===== src/core/spimsp_regs.svh =====
//----------------------------------------------------------------------
// spimsp register map, field positions, reset values and timing counts
//----------------------------------------------------------------------
// holds definitions only; included by the port core
// assumes a 32-bit avalon-mm slave with byte addresses, one word per register
`ifndef SPIMSP_REGS_SVH
`define SPIMSP_REGS_SVH

// ---------------------------------------------------------------------
// byte offsets
// ---------------------------------------------------------------------
`define SPIMSP_CTRL_OFS 4'h0
`define SPIMSP_STAT_OFS 4'h4
`define SPIMSP_DATA_OFS 4'h8

// ---------------------------------------------------------------------
// field positions
// ---------------------------------------------------------------------
`define SPIMSP_STAT_DONE_BIT 7
`define SPIMSP_STAT_WRITE_COLLISION_FLAG_BIT 6
`define SPIMSP_STAT_MODE_FAULT_FLAG_BIT 4

// ---------------------------------------------------------------------
// reset values and counts
// ---------------------------------------------------------------------
`define SPIMSP_CTRL_RST 8'h14
`define SPIMSP_LAST_EDGE 4'hf
`define SPIMSP_RATE_NONE0 3'h0
`define SPIMSP_RATE_NONE7 3'h7

`endif


===== src/core/spimsp_pkg.sv =====
// spimsp shared types: control layout and master sequencer states
// assumes the register header supplies the register constants; the state encodings are set here
package spimsp_pkg;

  // control register, bit 7 down to bit 0
  typedef struct packed {
    logic rateHi;   // rate_select_hi
    logic en;       // port_enable
    logic select_pin_disable;    // select_pin_disable
    logic master_select;     // master_select
    logic clock_idle_level;     // clock_idle_level
    logic clock_sample_phase;     // clock_sample_phase
    logic rateMid;  // rate_select_mid
    logic rateLo;   // rate_select_lo
  } spimsp_ctrl_s;

  // master sequencer
  typedef enum logic [1:0] {
    MS_IDLE = 2'b01,
    MS_RUN = 2'b10
  } spimsp_mstate_e;

endpackage


===== src/core/spimsp_sync.sv =====
// spimsp two-stage synchroniser for pin inputs
// assumes inputs are asynchronous to clk; only stage two is read outside
`timescale 1ns/10ps
module spimsp_sync #(
  parameter int W = 4
) (
  input wire logic clk,         // system clock
  input wire logic rst,         // async reset, high
  input wire logic [W-1:0] d,   // raw pin levels
  output logic [W-1:0] q        // synchronised levels
);
  logic [W-1:0] meta_q; // first stage, read only by q

  // two flops in series, reset to idle-high pin levels
  always_ff @(posedge clk or posedge rst) begin
    if (rst) begin
      meta_q <= {W{1'b1}};
      q <= {W{1'b1}};
    end else begin
      meta_q <= d;
      q <= meta_q;
    end
  end
endmodule


===== src/core/spimsp_core.sv =====
// spimsp serial port core: master/slave byte exchange with avalon-mm registers
// assumes pins are asynchronous and are synchronised here before use
//
// The register addresses and the Avalon-MM register port were left to the implementer.
`include "spimsp_regs.svh"
`timescale 1ns/10ps
module spimsp_core (
  input wire logic clk,                 // 50 mhz system clock
  input wire logic rst,                 // async reset, high
  input wire logic [3:0] avs_address,   // byte address
  input wire logic avs_read,            // read request
  input wire logic avs_write,           // write request
  input wire logic [31:0] avs_writedata, // write data
  output logic [31:0] avs_readdata,     // read data, registered
  output logic avs_waitrequest,         // stall
  input wire logic sckIn,               // serial clock pin level
  output logic sckOut,                  // serial clock drive value
  output logic sckOe,                   // serial clock drive enable
  input wire logic mosiIn,              // mosi pin level
  output logic mosiOut,                 // mosi drive value
  output logic mosiOe,                  // mosi drive enable
  input wire logic misoIn,              // miso pin level
  output logic misoOut,                 // miso drive value
  output logic misoOe,                  // miso drive enable
  input wire logic ssInN,               // slave select pin, low active
  output logic txIrq,                   // transmitter request level
  output logic rxErrIrq                 // receiver/error request level
);

  // ------------------------------------------------------------------
  // pin synchronisation and edge detection
  // ------------------------------------------------------------------
  logic [3:0] pinS;     // synchronised sck, mosi, miso, ss
  logic sckS;           // synced clock pin
  logic mosiS;          // synced mosi
  logic misoS;          // synced miso
  logic ssS;            // synced select, low active
  logic sckP_q;         // previous synced clock
  logic ssP_q;          // previous synced select

  spimsp_sync #(.W(4)) uSync (
    .clk(clk),
    .rst(rst),
    .d({sckIn, mosiIn, misoIn, ssInN}),
    .q(pinS)
  );

  assign sckS = pinS[3];
  assign mosiS = pinS[2];
  assign misoS = pinS[1];
  assign ssS = pinS[0];

  // history for edge finding
  always_ff @(posedge clk or posedge rst) begin
    if (rst) begin
      sckP_q <= 1'b1;
      ssP_q <= 1'b1;
    end else begin
      sckP_q <= sckS;
      ssP_q <= ssS;
    end
  end

  // ------------------------------------------------------------------
  // register state
  // ------------------------------------------------------------------
  spimsp_pkg::spimsp_ctrl_s ctrl_q;  // control register
  spimsp_pkg::spimsp_ctrl_s ctrl_d;  // control next value
  spimsp_pkg::spimsp_mstate_e mst_q; // master sequencer state
  spimsp_pkg::spimsp_mstate_e mst_d; // master sequencer next
  logic doneFlag_q;   // transfer_done_flag
  logic wcolFlag_q;   // write_collision_flag
  logic modfFlag_q;   // mode_fault_flag
  logic doneArm_q;    // status read seen with done set
  logic wcolArm_q;    // status access seen with collision set
  logic modfArm_q;    // status read seen with fault set
  logic [7:0] rx_q;   // receive buffer
  logic [7:0] sh_q;   // shift register
  logic outBit_q;     // serial output bit
  logic [3:0] edge_q; // clock edge index within byte
  logic [6:0] div_q;  // half-period counter
  logic sck_q;        // master clock level
  logic armed_q;      // phase-zero slave armed by select fall
  logic ack_q;        // second cycle of a bus access
  logic smpDly_q;     // master sample, one cycle late
  logic lastDly_q;    // master last edge, one cycle late

  // ------------------------------------------------------------------
  // decode helpers
  // ------------------------------------------------------------------
  // half-period length minus one for a rate code, 2^code cycles
  function automatic logic [6:0] halfLim(input logic [2:0] code);
    logic [7:0] one;
    one = 8'h01 << code;
    return 7'(one - 8'h01);
  endfunction

  // rate codes that drive a clock; codes 0 and 7 drive none
  function automatic logic rateOk(input logic [2:0] code);
    return (code != `SPIMSP_RATE_NONE0) && (code != `SPIMSP_RATE_NONE7);
  endfunction

  wire [2:0] rateCode = {ctrl_q.rateHi, ctrl_q.rateMid, ctrl_q.rateLo}; // rate select
  wire en = ctrl_q.en;        // port enabled
  wire isMst = ctrl_q.master_select;   // master role
  wire clock_sample_phase = ctrl_q.clock_sample_phase;    // sample phase

  // ------------------------------------------------------------------
  // avalon slave decode: one wait cycle, then accept
  // ------------------------------------------------------------------
  wire req = avs_read | avs_write;       // request present
  wire acc = req & ack_q;                // accepted this edge
  wire selCtrl = avs_address == `SPIMSP_CTRL_OFS; // control hit
  wire selStat = avs_address == `SPIMSP_STAT_OFS; // status hit
  wire selData = avs_address == `SPIMSP_DATA_OFS; // data hit
  wire ctrlWr = acc & avs_write & selCtrl;        // control write
  wire statRd = acc & avs_read & selStat;         // status read
  wire statAcc = acc & selStat;                   // any status access
  wire dataRd = acc & avs_read & selData;         // data read
  wire dataWr = acc & avs_write & selData;        // data write
  wire dataAcc = acc & selData;                   // any data access

  assign avs_waitrequest = req & ~ack_q;

  wire [7:0] statByte = {doneFlag_q, wcolFlag_q, 1'b0, modfFlag_q, 4'h0}; // status image
  wire [7:0] rdByte = selCtrl ? ctrl_q : selStat ? statByte : selData ? rx_q : 8'h00; // mux

  // bus handshake and registered read data
  always_ff @(posedge clk or posedge rst) begin
    if (rst) begin
      ack_q <= 1'b0;
      avs_readdata <= 32'h0;
    end else begin
      ack_q <= req & ~ack_q;
      if (avs_read & ~ack_q) begin
        avs_readdata <= {24'h0, rdByte};
      end
    end
  end

  // ------------------------------------------------------------------
  // shift engine, shared by master and slave
  // ------------------------------------------------------------------
  wire slvSel = ~ssS | (clock_sample_phase & ctrl_q.select_pin_disable);     // slave selected
  wire slvAct = en & ~isMst & slvSel;             // slave may shift
  wire ssFall = ssP_q & ~ssS;                     // select falling
  wire slvArmed = clock_sample_phase | armed_q;                 // phase one needs no select edge
  wire sEdge = slvAct & slvArmed & (sckS != sckP_q); // slave clock edge
  wire mTick = (mst_q == spimsp_pkg::MS_RUN) & (div_q == halfLim(rateCode)); // master edge
  wire sckEdge = isMst ? mTick : sEdge;           // active edge of either role
  wire sampleEdge = sckEdge & (edge_q[0] == clock_sample_phase); // phase selects sample edges
  wire shiftEdge = sckEdge & (edge_q[0] != clock_sample_phase);  // remaining edges shift out
  wire inBit = isMst ? misoS : mosiS;             // master reads miso
  wire smpNow = isMst ? smpDly_q : sampleEdge;    // master waits out miso sync
  wire [7:0] shNext = smpNow ? {sh_q[6:0], inBit} : sh_q; // msb first
  wire done = isMst ? lastDly_q : sckEdge & (edge_q == `SPIMSP_LAST_EDGE);
  wire busy = isMst ? (mst_q == spimsp_pkg::MS_RUN) : (edge_q != 4'h0); // transfer on
  wire modfSet = en & isMst & ~ctrl_q.select_pin_disable & ~ssS; // select low in master
  wire idleWr = dataWr & ~busy;                   // write loads shift register
  wire mStart = idleWr & en & isMst & rateOk(rateCode); // master kick-off
  wire slvDrop = ~slvAct;                         // deselect aborts slave byte

  // master sequencer
  always_comb begin
    mst_d = mst_q;
    case (mst_q)
      spimsp_pkg::MS_IDLE: begin
        if (mStart) begin
          mst_d = spimsp_pkg::MS_RUN;
        end
      end
      spimsp_pkg::MS_RUN: begin
        if (done | modfSet | ~en | ~isMst) begin
          mst_d = spimsp_pkg::MS_IDLE;
        end
      end
      default: mst_d = spimsp_pkg::MS_IDLE;
    endcase
  end

  // sequencer, divider and master clock level
  always_ff @(posedge clk or posedge rst) begin
    if (rst) begin
      mst_q <= spimsp_pkg::MS_IDLE;
      div_q <= 7'h0;
      sck_q <= 1'b0;
    end else begin
      mst_q <= mst_d;
      div_q <= (mst_q != spimsp_pkg::MS_RUN | mTick) ? 7'h0 : 7'(div_q + 7'h1);
      if (mst_d != spimsp_pkg::MS_RUN) begin
        sck_q <= ctrl_d.clock_idle_level;           // idle level, follows a control write
      end else if (mTick) begin
        sck_q <= ~sck_q;                // divided clock
      end
    end
  end

  // master sample and end strobes, one cycle late to cover the miso sync lag
  always_ff @(posedge clk or posedge rst) begin
    if (rst) begin
      smpDly_q <= 1'b0;
      lastDly_q <= 1'b0;
    end else begin
      smpDly_q <= isMst & sampleEdge;
      lastDly_q <= isMst & mTick & (edge_q == `SPIMSP_LAST_EDGE);
    end
  end

  // edge index: cleared on start, abort or deselect
  always_ff @(posedge clk or posedge rst) begin
    if (rst) begin
      edge_q <= 4'h0;
    end else if (mStart | (isMst & mst_q != spimsp_pkg::MS_RUN) | (~isMst & slvDrop)) begin
      edge_q <= 4'h0;
    end else if (sckEdge) begin
      edge_q <= 4'(edge_q + 4'h1);
    end
  end

  // phase-zero slave: select fall arms one byte
  always_ff @(posedge clk or posedge rst) begin
    if (rst) begin
      armed_q <= 1'b0;
    end else if (slvDrop | done) begin
      armed_q <= 1'b0;
    end else if (ssFall) begin
      armed_q <= 1'b1;
    end
  end

  // shift register and output bit; busy writes leave them alone
  always_ff @(posedge clk or posedge rst) begin
    if (rst) begin
      sh_q <= 8'h0;
      outBit_q <= 1'b0;
    end else if (idleWr) begin
      sh_q <= avs_writedata[7:0];
      outBit_q <= avs_writedata[7];     // phase zero drives msb early
    end else begin
      sh_q <= shNext;
      if (shiftEdge) begin
        outBit_q <= sh_q[7];            // msb first out
      end
    end
  end

  // ------------------------------------------------------------------
  // flags, receive buffer and control register
  // ------------------------------------------------------------------
  wire doneClr = doneArm_q & dataRd;      // status read then data read
  wire wcolClr = wcolArm_q & dataAcc;     // status then data access
  wire modfClr = modfArm_q & ctrlWr;      // status read then control write
  wire wcolSet = dataWr & busy;           // write during a transfer

  // receive buffer loads only while the flag is clear
  always_ff @(posedge clk or posedge rst) begin
    if (rst) begin
      rx_q <= 8'h0;
    end else if (done & ~doneFlag_q) begin
      rx_q <= shNext;                   // copy with flag set
    end
  end

  // sticky flags; set wins over clear
  always_ff @(posedge clk or posedge rst) begin
    if (rst) begin
      doneFlag_q <= 1'b0;
      wcolFlag_q <= 1'b0;
      modfFlag_q <= 1'b0;
    end else begin
      doneFlag_q <= done | (doneFlag_q & ~doneClr);
      wcolFlag_q <= wcolSet | (wcolFlag_q & ~wcolClr);
      modfFlag_q <= modfSet | (modfFlag_q & ~modfClr);
    end
  end

  // clearing-sequence arms, dropped once used
  always_ff @(posedge clk or posedge rst) begin
    if (rst) begin
      doneArm_q <= 1'b0;
      wcolArm_q <= 1'b0;
      modfArm_q <= 1'b0;
    end else begin
      doneArm_q <= (statRd & doneFlag_q) | (doneArm_q & ~dataRd);
      wcolArm_q <= (statAcc & wcolFlag_q) | (wcolArm_q & ~dataAcc);
      modfArm_q <= (statRd & modfFlag_q) | (modfArm_q & ~ctrlWr);
    end
  end

  // control next value: a fault overrides enable and role
  always_comb begin
    ctrl_d = ctrl_q;
    if (ctrlWr) begin
      ctrl_d = avs_writedata[7:0];
    end
    if (modfSet) begin
      ctrl_d.en = 1'b0;                 // disable port
      ctrl_d.master_select = 1'b0;               // drop master role
    end
  end

  // control register
  always_ff @(posedge clk or posedge rst) begin
    if (rst) begin
      ctrl_q <= `SPIMSP_CTRL_RST;
    end else begin
      ctrl_q <= ctrl_d;
    end
  end

  // ------------------------------------------------------------------
  // pins and requests
  // ------------------------------------------------------------------
  wire mDrive = en & isMst;                        // master owns sck and mosi
  assign sckOut = mDrive ? sck_q : ctrl_q.clock_idle_level;    // idle level when parked
  assign sckOe = mDrive;
  assign mosiOut = outBit_q;
  assign mosiOe = mDrive;
  assign misoOut = outBit_q;
  assign misoOe = slvAct;                          // float when deselected
  assign txIrq = doneFlag_q;
  assign rxErrIrq = modfFlag_q & ~ctrl_q.select_pin_disable;    // gated by pin disable
endmodule


===== config.mk =====
export PLATFORM = sky130hd
export DESIGN_NAME = spimsp_core
export DESIGN_NICKNAME = d
export VERILOG_FILES = /design/src/core/spimsp_pkg.sv /design/src/core/spimsp_sync.sv /design/src/core/spimsp_core.sv
export VERILOG_INCLUDE_DIRS = /design/src /design/src/core
export SDC_FILE = /design/constraint.sdc
export NUM_CORES = 1
export LEC_CHECK = 0
export BUFFER_PORTS_ARGS = -buffer_cell sky130_fd_sc_hd__buf_2
export CORE_AREA = 2 2 97 99
export DETAILED_ROUTE_END_ITERATION = 12
export DIE_AREA = 0 0 99 101
export PLACE_DENSITY_LB_ADDON = 0.12
export SYNTH_ARGS = -nofsm -noshare
export SYNTH_HDL_FRONTEND = slang
export SYNTH_SLANG_ARGS = --single-unit

===== constraint.sdc =====
create_clock -name clk -period 2.7 [get_ports clk]
set_input_delay 0.405 -clock clk [delete_from_list [all_inputs] [get_ports clk]]
set_output_delay 0.405 -clock clk [all_outputs]
set_load 0.005 [all_outputs]

==> impl_summary.log, run 1 <==
[metrics] Critical Path Start Type: register
[metrics] top-level I/O count: 85
[metrics] kind of path behind the tightest hold check: input port to asynchronous set/reset pin
[metrics] std cell rows: 35
[metrics] compound-gate portion of the synthesized area: 0.149
[metrics] kind of end point of the critical path: register
[metrics] Avg Cell Area, Syn: 10.2 um^2
[metrics] fraction of layout cells with a size suffix above 1: 0.262
[metrics] Max transition margin: 0.537
[metrics] Clk Tree Root Cell: clkbuf_8
[metrics] cell at the slowest stage of the critical path: or4b_2
[metrics] Area contributors post-synth: dfrtp_1, dfstp_2, buf_4, o21ai_0, mux2i_1
[metrics] number of flip-flops and latches in the synthesized netlist: 67
[metrics] antenna diode instance count: 0
[metrics] count of instances resized after the clock tree is built: 0
[metrics] Routed WL: 7490 um
[metrics] total clock buffers created by CTS: 9
[metrics] slew of the pin with the lowest slew margin: 0.693 ns
[metrics] worst hold slack after final layout: 0.155 ns
[metrics] highest cell delay on the worst timing path: 0.61 ns
[metrics] portion of synthesized cell area occupied by the leading cell type: 0.387
[metrics] fin. max-slew vios: 0
[metrics] adder and majority gate portion of the synthesized area: 0.0215
[metrics] most common cell in the netlist: dfrtp_1
[metrics] Max H-tree Level: 3
[metrics] depth of the worst register-to-register path: 8
[metrics] buffers plus inverters on the worst setup path: 1
[metrics] clock-pin transition on the worst setup and hold timing paths: 0.08 ns
[metrics] share of synthesized cell area in and, or, nand and nor gates: 0.157
[metrics] fin nets: 442
[metrics] endpoint required time on the critical path: 2.93 ns
[metrics] crit path time final: 2.48 ns
[metrics] number of instances in the synthesized netlist: 342
[metrics] global-route wire length before repair: 12,400 um
[metrics] maximum net fanout on the critical path: 4
[metrics] Distinct cells, synth: 58
[metrics] data arrival time at the worst-slack endpoint: 2.71 ns
[metrics] input/output buffers: 36
[metrics] cell count along the critical path: 8
[metrics] share of the clock period used by the worst path after layout: 0.917
[metrics] multiplexer area fraction after synthesis: 0.0695
[metrics] unrepaired setup endpoints after global routing: false
[metrics] antenna violations before repair: 0
[metrics] via-per-instance ratio: 4.99
[metrics] largest net degree at the start of global routing: 32
[metrics] buffer levels on the longest clock path: 2
[metrics] core area: 8980 um^2
[metrics] cell area after technology mapping: 3490 um^2
[metrics] Commonest cells post-synth: dfrtp_1, nand2_1, o21ai_0
[metrics] die outline height: 101 um
[metrics] peak supply drop: 258 uV
[metrics] CP top delay family: simple AND/OR/NAND/NOR gates
[metrics] post-synth top area cell: dfrtp_1
[metrics] number of hold buffers added after cts: 0
[metrics] warnings from Yosys: 0
[metrics] Total Die Area: 10000 um^2
[metrics] fraction of synthesis flops using an asynchronous set or reset pin: 1.00
[metrics] die width: 99 um
[metrics] Post-Synth XOR/XNOR Area: 0.0326
[metrics] Fmax: 0.404 GHz
[metrics] number of search-and-repair iterations in the first detailed-routing pass: 4
[metrics] average detailed-routed wire length per instance: 14.8 um
[metrics] number of setup violations in the final report: 0
[metrics] sequential cell area fraction in the yosys report: 0.485
[metrics] number of clock sinks: 67
[metrics] estimated wirelength of the detail-placed design: 5590 um
[metrics] effective utilization at floorplan: 0.389
[metrics] Global Route Usage Sum: 0.159
[metrics] Leakage Power: 1.84 nW
[metrics] number of max-cap violations: 0
[metrics] TritonCTS clock tree: yes
[metrics] via count of the first global-routing pass: 2,465
[metrics] relative area change from synthesis to final layout: 15.1%
[metrics] routability-driven placement congestion ratio: 0.793
[metrics] crit-path cells: inv_1 > ha_1 > or4b_2 > o21ai_0 > and3_1 > nand4_1 > a21oi_1 > mux2_2
[metrics] PD cells: 689 nW/um^2
[metrics] outcome: finished clean
[metrics] Post-synth EDFFs: 0
[metrics] most used flip-flop cell after synthesis: dfrtp_1
[metrics] dominant combinational cell family by area after synthesis: simple AND/OR/NAND/NOR gates
[metrics] final-layout setup total negative slack: 0 ns
[metrics] DR DRC count: 0
[metrics] setup bufs post-CTS: 0
[metrics] post-detailed-route count of antenna-violating nets: 0
[metrics] Critical Setup Path Class: register to register
[metrics] overflow left after global routing: 0
[metrics] number of hold violations in the final report: 0
[metrics] 1st-iter DRT viols: 77
[metrics] largest clock skew in the final design: 0.00642 ns
[metrics] total number of vias: 2,536
[metrics] source-to-sink clock delay at the later pin of the worst-skew pair: 0.34 ns
## cells by family (layout without fill, tap and decap cells)
| family | count (synthesis) | in the layout |
|---|---|---|
| other cells | 1 | 24 |
| fa+ha+maj | 6 | 6 |
| compound gates | 74 | 74 |
| mux | 23 | 23 |
| simple gates | 108 | 108 |
| buf+inv | 50 | 82 |
| xor+xnor | 13 | 13 |
| flops | 67 | 67 |
## path summary, 6_finish.rpt
check | start | to | slack, ns
worst max-delay path | edge_q[1] | sck_q | 0.22
max in group asynchronous | rst | isMst | 1.87
worst min register to register | uSync.meta_q[1] | uSync.q[1] | 0.35
worst min-delay path | rst | ctrl_q[0] | 0.16
worst max register to register | edge_q[1] | sck_q | 0.22
min in group clk | ssInN | uSync.meta_q[0] | 0.16
## stage by stage
stage | cell area, um^2 | utilization | std cells | power, mW | setup WS [ns]
3_5_place_dp | 3790 | 0.422 | 492 | 1.83 | 0.232
4_1_cts | 4020 | 0.448 | 508 | 2.80 | 0.220
2_1_floorplan | 3580 | - | 365 | 1.66 | 0.248
6_report | 4020 | 0.448 | 508 | 2.77 | 0.224
5_1_grt | 4020 | 0.448 | 508 | 2.93 | 0.0222
3_3_place_gp | 3790 | 0.422 | 492 | 1.81 | 0.270
## cells in the final DEF (no fill, tap or decap), types with 4 or more instances in the layout
| cell type | count |
|---|---|
| a21oi_1 | 12 |
| a22o_1 | 5 |
| a22oi_1 | 5 |
| and3_1 | 7 |
| buf_2 | 36 |
| buf_4 | 17 |
| clkbuf_8 | 11 |
| conb_1 | 24 |
| dfrtp_1 | 54 |
| dfstp_2 | 13 |
| ha_1 | 6 |
| inv_1 | 11 |
| mux2_2 | 10 |
| mux2i_1 | 13 |
| nand2_1 | 33 |
| nand2b_1 | 5 |
| nand3_1 | 9 |
| nand4_1 | 4 |
| nor2_1 | 26 |
| nor2b_1 | 4 |
| nor3_1 | 4 |
| o21ai_0 | 28 |
| xnor2_1 | 11 |
## worst register-to-register path, stage by stage, from the launching register on
cell and delay, ns:
dfrtp_1 0.41, inv_1 0.07, ha_1 0.13, or4b_2 0.61
o21ai_0 0.19, and3_1 0.31, nand4_1 0.13, a21oi_1 0.18
mux2_2 0.35
## final cells by class
class,instances,area (um^2)
well taps,111,139
clock inverters,4,72.6
multi-input cells,248,1590
inverters,12,45.0
clock buffers,12,155
fillers,890,4960
flip-flops and latches,67,1690
repair buffers,54,328
## sequential cells by signal, summed over array words and instances (netlist names), 4 cells and up
name / flops
ctrl_q: 5
sh_q: 8
div_q: 7
uSync.q: 4
edge_q: 4
avs_readdata: 8
rx_q: 8
uSync.meta_q: 4
## where the power goes
part / internal [mW] / switching, mW / leakage [nW]
Combinational: 0.257 / 0.310 / 0.880
Sequential: 1.14 / 0.101 / 0.847
Clock: 0.570 / 0.397 / 0.113
Total: 1.96 / 0.809 / 1.84
## per-layer routing
layer	part of all wire	routed length, um	GRT usage
met5	0	0	0
met4	0.011	82	0.0506
met2	0.48	3610	0.261
met1	0.48	3560	0.209
met3	0.031	235	0.0354
(Power assumes the default switching activity.)
==> run 2, diff against run 1 <==
- REMOVE_ABC_BUFFERS: not set -> 1
- clock period: 2.7 -> 2.4 ns (I/O delays scaled with it)
==> run 2 against run 1 <==
Sequential power increased by 11%; die area unchanged; utilization increased by 2.3 points; largest cell class unchanged.
==> impl_summary.log, run 2 (same netlist as run 1, synthesis figures left out) <==
[metrics] Setup WS post-layout: 0.0553 ns (-0.169 ns)
[metrics] endpoint required time on the critical path: 2.64 ns (-0.29 ns)
[metrics] worst setup slack before clock tree synthesis: 0.0277 ns (-0.205 ns)
[metrics] filler cell count in the final layout: 875 (-1.7%)
[metrics] top-level I/O count: 85 (unchanged)
[metrics] Top Registers: avs_readdata: 8 flops, rx_q: 8 flops, sh_q: 8 flops
[metrics] TritonCTS clock tree: yes
[metrics] global-route wire length before repair: 13,100 um (+6.0%)
[metrics] endpoint of the worst register-to-register path: sck_q
[metrics] peak supply drop: 433 uV (+68%)
[metrics] routability-driven placement congestion ratio: 0.792 (-0.15%)
[metrics] number of max-cap violations: 0 (unchanged)
[metrics] Global Route Usage Sum: 0.170 (+0.0114)
[metrics] largest clock skew in the final design: 0.0140 ns (+0.00760 ns)
[metrics] relative area change from synthesis to final layout: 21.1%
[metrics] origin of the worst setup path: ctrl_q[0]
[metrics] clock network fraction of total power: 0.379 (+0.030)
[metrics] number of setup violations in the final report: 0 (unchanged)
[metrics] die width: 99 um (unchanged)
[metrics] maximum net fanout on the critical path: 3 (-1)
[metrics] overflow left after global routing: 0 (unchanged)
[metrics] data arrival time at the worst-slack endpoint: 2.59 ns (-0.12 ns)
[metrics] outcome: finished clean
[metrics] average detailed-routed wire length per instance: 15.4 um (+4.3%)
[metrics] number of search-and-repair iterations in the first detailed-routing pass: 5 (+1)
[metrics] PD cells: 805 nW/um^2 (+17%)
[metrics] buffer levels on the longest clock path: 2 (unchanged)
[metrics] total number of vias: 2,617 (+3.2%)
[metrics] Critical Setup Path Class: register to register
[metrics] slew of the pin with the lowest slew margin: 0.579 ns (-0.114 ns)
[metrics] Clk Tree Root Cell: clkbuf_8
[metrics] leading cell type in the layout, fill and taps excluded: dfrtp_1
[metrics] crit path time final: 2.34 ns (-0.131 ns)
[metrics] Fmax: 0.426 GHz (+5.6%)
[metrics] number of clock sinks: 67 (unchanged)
[metrics] antenna violations before repair: 0 (unchanged)
[metrics] reg-to-reg startpoint: ctrl_q[0]
[metrics] post-detailed-route count of antenna-violating nets: 0 (unchanged)
[metrics] fin nets: 456 (+3.2%)
[metrics] number of hold buffers added after cts: 0 (unchanged)
[metrics] antenna diode instance count: 0 (unchanged)
[metrics] clock-pin transition on the worst setup and hold timing paths: 0.08 ns (about the same)
[metrics] fraction of power consumed by sequential logic: 0.405 (-0.041)
[metrics] most frequent cells in the layout: dfrtp_1, buf_2, nand2_1
[metrics] via count of the first global-routing pass: 2,531 (+2.7%)
[metrics] core area: 8980 um^2 (unchanged)
[metrics] input/output buffers: 36 (unchanged)
[metrics] kind of path behind the tightest hold check: input port to asynchronous set/reset pin
[metrics] 1st-iter DRT viols: 104 (+35%)
[metrics] portion of total power attributed to combinational logic: 0.216 (+0.011)
[metrics] unrepaired setup endpoints after global routing: true
[metrics] std cell rows: 35 (unchanged)
[metrics] Leakage Power: 1.94 nW (+5.3%)
[metrics] effective utilization at floorplan: 0.389 (unchanged)
[metrics] switching part of the total power: 0.286 (-0.00636)
[metrics] DR DRC count: 0 (unchanged)
[metrics] largest net degree at the start of global routing: 50 (+56%)
[metrics] Max transition margin: 0.610 (+0.0731)
[metrics] kind of end point of the critical path: register
[metrics] estimated wirelength of the detail-placed design: 5900 um (+5.6%)
[metrics] crit path capture: sck_q
[metrics] reported net switching power: 972 uW (+20%)
[metrics] Critical Path Start Type: register
[metrics] via-per-instance ratio: 5.01 (+0.43%)
[metrics] setup slack, reg-to-reg: 0.06 ns (-0.17 ns)
[metrics] depth of the worst register-to-register path: 7 (-1)
[metrics] final-layout setup total negative slack: 0 ns (unchanged)
[metrics] source-to-sink clock delay at the later pin of the worst-skew pair: 0.36 ns (+0.02 ns)
[metrics] cell-internal power: 2.43 mW (+24%)
[metrics] fin. max-slew vios: 0 (unchanged)
[metrics] Max H-tree Level: 3 (unchanged)
[metrics] die outline height: 101 um (unchanged)
[metrics] total clock buffers created by CTS: 9 (unchanged)
[metrics] Total Die Area: 10000 um^2 (unchanged)
[metrics] share of the clock period used by the worst path after layout: 0.977 (+0.0600)
[metrics] number of hold violations in the final report: 0 (unchanged)
[metrics] fraction of layout cells with a size suffix above 1: 0.299 (+0.0373)
[metrics] Routed WL: 8030 um (+7.2%)
[run 2: critical path, stage by stage, from the launching register on]
cell      delay, ns
dfrtp_1        0.38
or3_4          0.41
buf_4          0.16
or4_4          0.42
a311oi_4       0.24
o311ai_1       0.19
xnor2_1        0.15
mux2_2         0.27
[run 2: power by group through the flow]
stage	logic, mW	registers (mW)	clock network, mW
after floorplan	0.416	1.39	0
after global placement	0.691	1.40	0
after detailed placement	0.699	1.40	0
after CTS	0.702	1.38	1.32
after global routing	0.824	1.40	1.37
final	0.737	1.38	1.29
[run 2: timing repair]
item	in CTS	in global routing
endpoints found under the setup margin	1	19
cloned	0	0
buffers inserted	0	1
pin swaps	0	1
resized for setup	0	10
[run 2: how the worst min path moves through the flow]
stage,start,endpoint,slack (ns),cells past startpoint
2_1_floorplan,uSync.meta_q[0],uSync.q[0],0.35,0
3_3_place_gp,uSync.meta_q[2],uSync.q[2],0.35,0
3_5_place_dp,uSync.meta_q[3],uSync.q[3],0.35,0
4_1_cts,rst,div_q[4],0.009,2
5_1_grt,rst,div_q[4],0.02,2
6_report,rst,div_q[4],0.002,2
[run 2: area by class of cell]
type / instances / area [um^2] / area share
multi-input combinational: 248 / 1640 / 0.389
clock inverter: 7 / 146 / 0.0346
clock buffer: 9 / 124 / 0.0293
sequential: 67 / 1690 / 0.400
tap: 111 / 139 / 0.0328
timing repair buffer: 68 / 437 / 0.103
inverter: 12 / 45.0 / 0.0107
[run 2: per-layer routing]
layer / share of wire / routed length, um / track usage / up-vias
met5: 0 / 0 / 0 / -
met4: 0.019 / 153 / 0.0769 / 0
met3: 0.045 / 361 / 0.0340 / 9
met2: 0.48 / 3840 / 0.265 / 55
met1: 0.46 / 3680 / 0.230 / 1263
li1: - / - / - / 1290
[run 2: per-stage QoR]
stage / power (mW) / hold slack, ns / util / instance area (um^2) / std cells
2_1_floorplan: 1.81 / 0.345 / - / 3330 / 327
3_3_place_gp: 2.09 / 0.347 / 0.433 / 3890 / 505
3_5_place_dp: 2.10 / 0.347 / 0.433 / 3890 / 505
4_1_cts: 3.40 / 0.00943 / 0.463 / 4160 / 521
5_1_grt: 3.59 / 0.0216 / 0.471 / 4230 / 522
6_report: 3.41 / 0.00174 / 0.471 / 4230 / 522
==> run 3, diff against run 2 <==
- SYNTH_HIERARCHICAL: not set -> 1
==> run 3 against run 2 <==
The run now ends with setup timing left; utilization decreased by 0.67 points; clock power is 25% lower; die area stayed put; worst hold slack better by 0.056 ns; total power decreased by 6.2%; combinational power increased by 13%; critical path depth grew 2; wire length fell by 0.67%; synthesized cell count grew 2.3%; critical path type unchanged; cell count is 0.77% higher; sequential power barely moved; highest routed layer unchanged; non-clock buffer count decreased by 2.
==> impl_summary.log, run 3 <==
[metrics] final-layout setup total negative slack: -0.00135 ns (-0.00135 ns)
[metrics] Avg Cell Area, Syn: 10.1 um^2 (-1.4%)
[metrics] number of flip-flops and latches in the synthesized netlist: 67 (unchanged)
[metrics] leading cell type in the layout, fill and taps excluded: dfrtp_1
[metrics] Setup WS post-layout: -0.00135 ns (-0.0567 ns)
[metrics] fraction of layout cells with a size suffix above 1: 0.299 (-0.000475)
[metrics] Post-synth EDFFs: 0 (unchanged)
[metrics] post-detailed-route count of antenna-violating nets: 0 (unchanged)
[metrics] Leakage Power: 1.89 nW (-2.6%)
[metrics] area used by multi-input combinational logic: 1660 um^2 (+1.1%)
[metrics] Global Route Usage Sum: 0.173 (+0.00317)
[metrics] most used flip-flop cell after synthesis: dfrtp_1
[metrics] fin nets: 460 (+0.88%)
[metrics] unrepaired setup endpoints after global routing: true
[metrics] largest net degree at the start of global routing: 25 (-50%)
[metrics] clock-pin transition on the worst setup and hold timing paths: 0.08 ns (about the same)
[metrics] Max transition margin: 0.631 (+0.0208)
[metrics] area taken by flip-flops and latches: 1690 um^2 (unchanged)
[metrics] Area contributors post-synth: dfrtp_1, dfstp_2, buf_4, mux2i_1, nand2_1
[metrics] fraction of synthesis flops using an asynchronous set or reset pin: 1.00 (unchanged)
[metrics] number of setup violations in the final report: 1 (+1)
[metrics] crit path time final: 2.40 ns (+0.0567 ns)
[metrics] Fmax: 0.416 GHz (-2.4%)
[metrics] peak supply drop: 333 uV (-23%)
[metrics] routability-driven placement congestion ratio: 0.777 (-1.8%)
[metrics] via count of the first global-routing pass: 2,583 (+2.1%)
[metrics] share of the clock period used by the worst path after layout: 1.00 (+0.0236)
[metrics] post-synth top area cell: dfrtp_1
[metrics] DR DRC count: 0 (unchanged)
[metrics] number of clock sinks: 67 (unchanged)
[metrics] average detailed-routed wire length per instance: 15.2 um (-1.4%)
[metrics] overflow left after global routing: 0 (unchanged)
[metrics] portion of synthesized cell area occupied by the leading cell type: 0.384 (-0.00344)
[metrics] Top Registers: avs_readdata: 8 flops, rx_q: 8 flops, sh_q: 8 flops
[metrics] filler cell count in the final layout: 857 (-2.1%)
[metrics] relative area change from synthesis to final layout: 18.3%
[metrics] origin of the worst setup path: ctrl_q[7]
[metrics] PD cells: 767 nW/um^2 (-4.8%)
[metrics] warnings from Yosys: 6 (+6)
[metrics] Commonest cells post-synth: dfrtp_1, nand2_1, nor2_1
[metrics] effective utilization at floorplan: 0.392 (+0.00348)
[metrics] cell area after technology mapping: 3520 um^2 (+0.90%)
[metrics] Routed WL: 7980 um (-0.67%)
[metrics] highest cell delay on the worst timing path: 0.40 ns (-0.02 ns)
[metrics] number of hold violations in the final report: 0 (unchanged)
[metrics] largest clock skew in the final design: 0.0101 ns (-0.00391 ns)
[metrics] TritonCTS clock tree: yes
[metrics] top-level I/O count: 85 (unchanged)
[metrics] number of search-and-repair iterations in the first detailed-routing pass: 5 (unchanged)
[metrics] number of max-cap violations: 0 (unchanged)
[metrics] kind of path behind the tightest hold check: input port to asynchronous set/reset pin
[metrics] Tot Pwr: 3.20 mW (-6.2%)
[metrics] crit-path cells: nor3_2 > inv_1 > ha_4 > nor2b_2 > mux2_2 > a221o_1 > nand4_1 > o21bai_1 > mux2_4
[metrics] buffer levels on the longest clock path: 2 (unchanged)
[metrics] estimated wirelength of the detail-placed design: 5830 um (-1.1%)
[metrics] slew of the pin with the lowest slew margin: 0.552 ns (-0.0266 ns)
[metrics] failing checks: setup timing
[metrics] most common cell in the netlist: dfrtp_1
[metrics] antenna diode instance count: 0 (unchanged)
[metrics] maximum net fanout on the critical path: 6 (+3)
[metrics] most frequent cells in the layout: dfrtp_1, buf_2, nand2_1
[metrics] via-per-instance ratio: 5.02 (+0.19%)
[metrics] Total Die Area: 10000 um^2 (unchanged)
[metrics] Clk Tree Root Cell: clkbuf_8
[metrics] data arrival time at the worst-slack endpoint: 2.64 ns (+0.05 ns)
[metrics] 1st-iter DRT viols: 122 (+17%)
[metrics] global-route wire length before repair: 13,300 um (+1.5%)
[metrics] die width: 99 um (unchanged)
[metrics] fin. max-slew vios: 0 (unchanged)
[metrics] std cell rows: 35 (unchanged)
[metrics] cell at the slowest stage of the critical path: dfrtp_1
[metrics] reg-to-reg startpoint: ctrl_q[7]
[metrics] core area: 8980 um^2 (unchanged)
[metrics] sequential cell area fraction in the yosys report: 0.480 (-0.00430)
[metrics] input/output buffers: 36 (unchanged)
[metrics] outcome: complete, but fails checks
[metrics] total clock buffers created by CTS: 9 (unchanged)
[metrics] total number of vias: 2,642 (+0.96%)
[metrics] number of instances in the synthesized netlist: 350 (+2.3%)
[metrics] source-to-sink clock delay at the later pin of the worst-skew pair: 0.35 ns (about the same)
[metrics] die outline height: 101 um (unchanged)
[metrics] Critical Setup Path Class: register to register
[metrics] Post-Layout Cell Count: 526 (+0.77%)
[metrics] Max H-tree Level: 3 (unchanged)
[metrics] Distinct cells, synth: 53 (-8.6%)
[metrics] endpoint required time on the critical path: 2.64 ns (about the same)
[metrics] kind of end point of the critical path: register
[metrics] Critical Path Start Type: register
[metrics] antenna violations before repair: 0 (unchanged)
[metrics] setup slack, reg-to-reg: -0.001 ns (-0.06 ns)
[metrics] Cell Count Post-Placement: 506 (+0.20%)
==> run 3: worst max-delay path: cells and delay by family (launching register included) <==
family,cells,cell delay (ns)
AO/OA/AOI/OAI,2,0.47
adder cells (fa/ha/maj),1,0.20
buffers and inverters,1,0.10
flip-flops,1,0.40
multiplexers,2,0.58
AND/OR/NAND/NOR,3,0.56
==> run 3: cell families (layout without fill, tap and decap cells) <==
logic type | Yosys count | after routing | share of synthesized area
AO/OA/AOI/OAI | 67 | 67 | 0.133
XOR/XNOR | 12 | 12 | 0.0320
adder cells (fa/ha/maj) | 6 | 6 | 0.0213
buffers and inverters | 55 | 97 | 0.0916
flip-flops | 67 | 67 | 0.480
multiplexers | 27 | 27 | 0.0810
other | 1 | 24 | 0.00106
AND/OR/NAND/NOR | 115 | 115 | 0.159
==> run 3: cell type report <==
cell class	instances	area share
tap	111	0.0333
timing repair buffer	66	0.100
clock inverter	6	0.0177
sequential	67	0.406
inverter	15	0.0135
multi-input combinational	251	0.399
clock buffer	10	0.0306
==> run 3: path summary, 6_finish.rpt <==
path	end	cells past startpoint
max	edge_q[1]	9
min	edge_q[2]	2
max reg2reg	edge_q[1]	9
min reg2reg	uSync/q[2]	0
max in group asynchronous	mst_q[0]	3
min in group clk	uSync/meta_q[1]	1
==> run 3: through the flow <==
step | hold slack, ns | utilization | instance area [um^2] | worst slack (ns)
CTS | 0.0627 | 0.458 | 4110 | -0.00313
detailed placement | 0.347 | 0.430 | 3860 | -0.153
floorplan | 0.345 | - | 3340 | -0.261
global route | 0.0704 | 0.464 | 4170 | -0.150
finish | 0.0579 | 0.464 | 4170 | -0.00135
global placement | 0.345 | 0.430 | 3860 | -0.108
==> run 3: per-layer routing <==
layer | share of wire | GRT usage | vias to the layer above
li1 | - | - | 1296
met1 | 0.50 | 0.250 | 1266
met2 | 0.44 | 0.254 | 69
met3 | 0.044 | 0.0326 | 11
met4 | 0.019 | 0.0759 | 0
met5 | 0 | 0 | -
==> run 3: what timing repair did <==
| item | 4_1_cts | 5_1_grt |
|---|---|---|
| pin swaps | 6 | 9 |
| endpoints found under the setup margin | 12 | 12 |
| cloned | 1 | 0 |
| setup buffers | 2 | 2 |
| hold buffers | 0 | 0 |
| gates resized for setup | 8 | 13 |
==> run 3: report_power, final <==
| group | leakage [nW] | switching, mW | internal [mW] |
|---|---|---|---|
| registers | 0.848 | 0.111 | 1.28 |
| clock network | 0.0950 | 0.480 | 0.492 |
| logic | 0.944 | 0.429 | 0.402 |
| total | 1.89 | 1.02 | 2.17 |
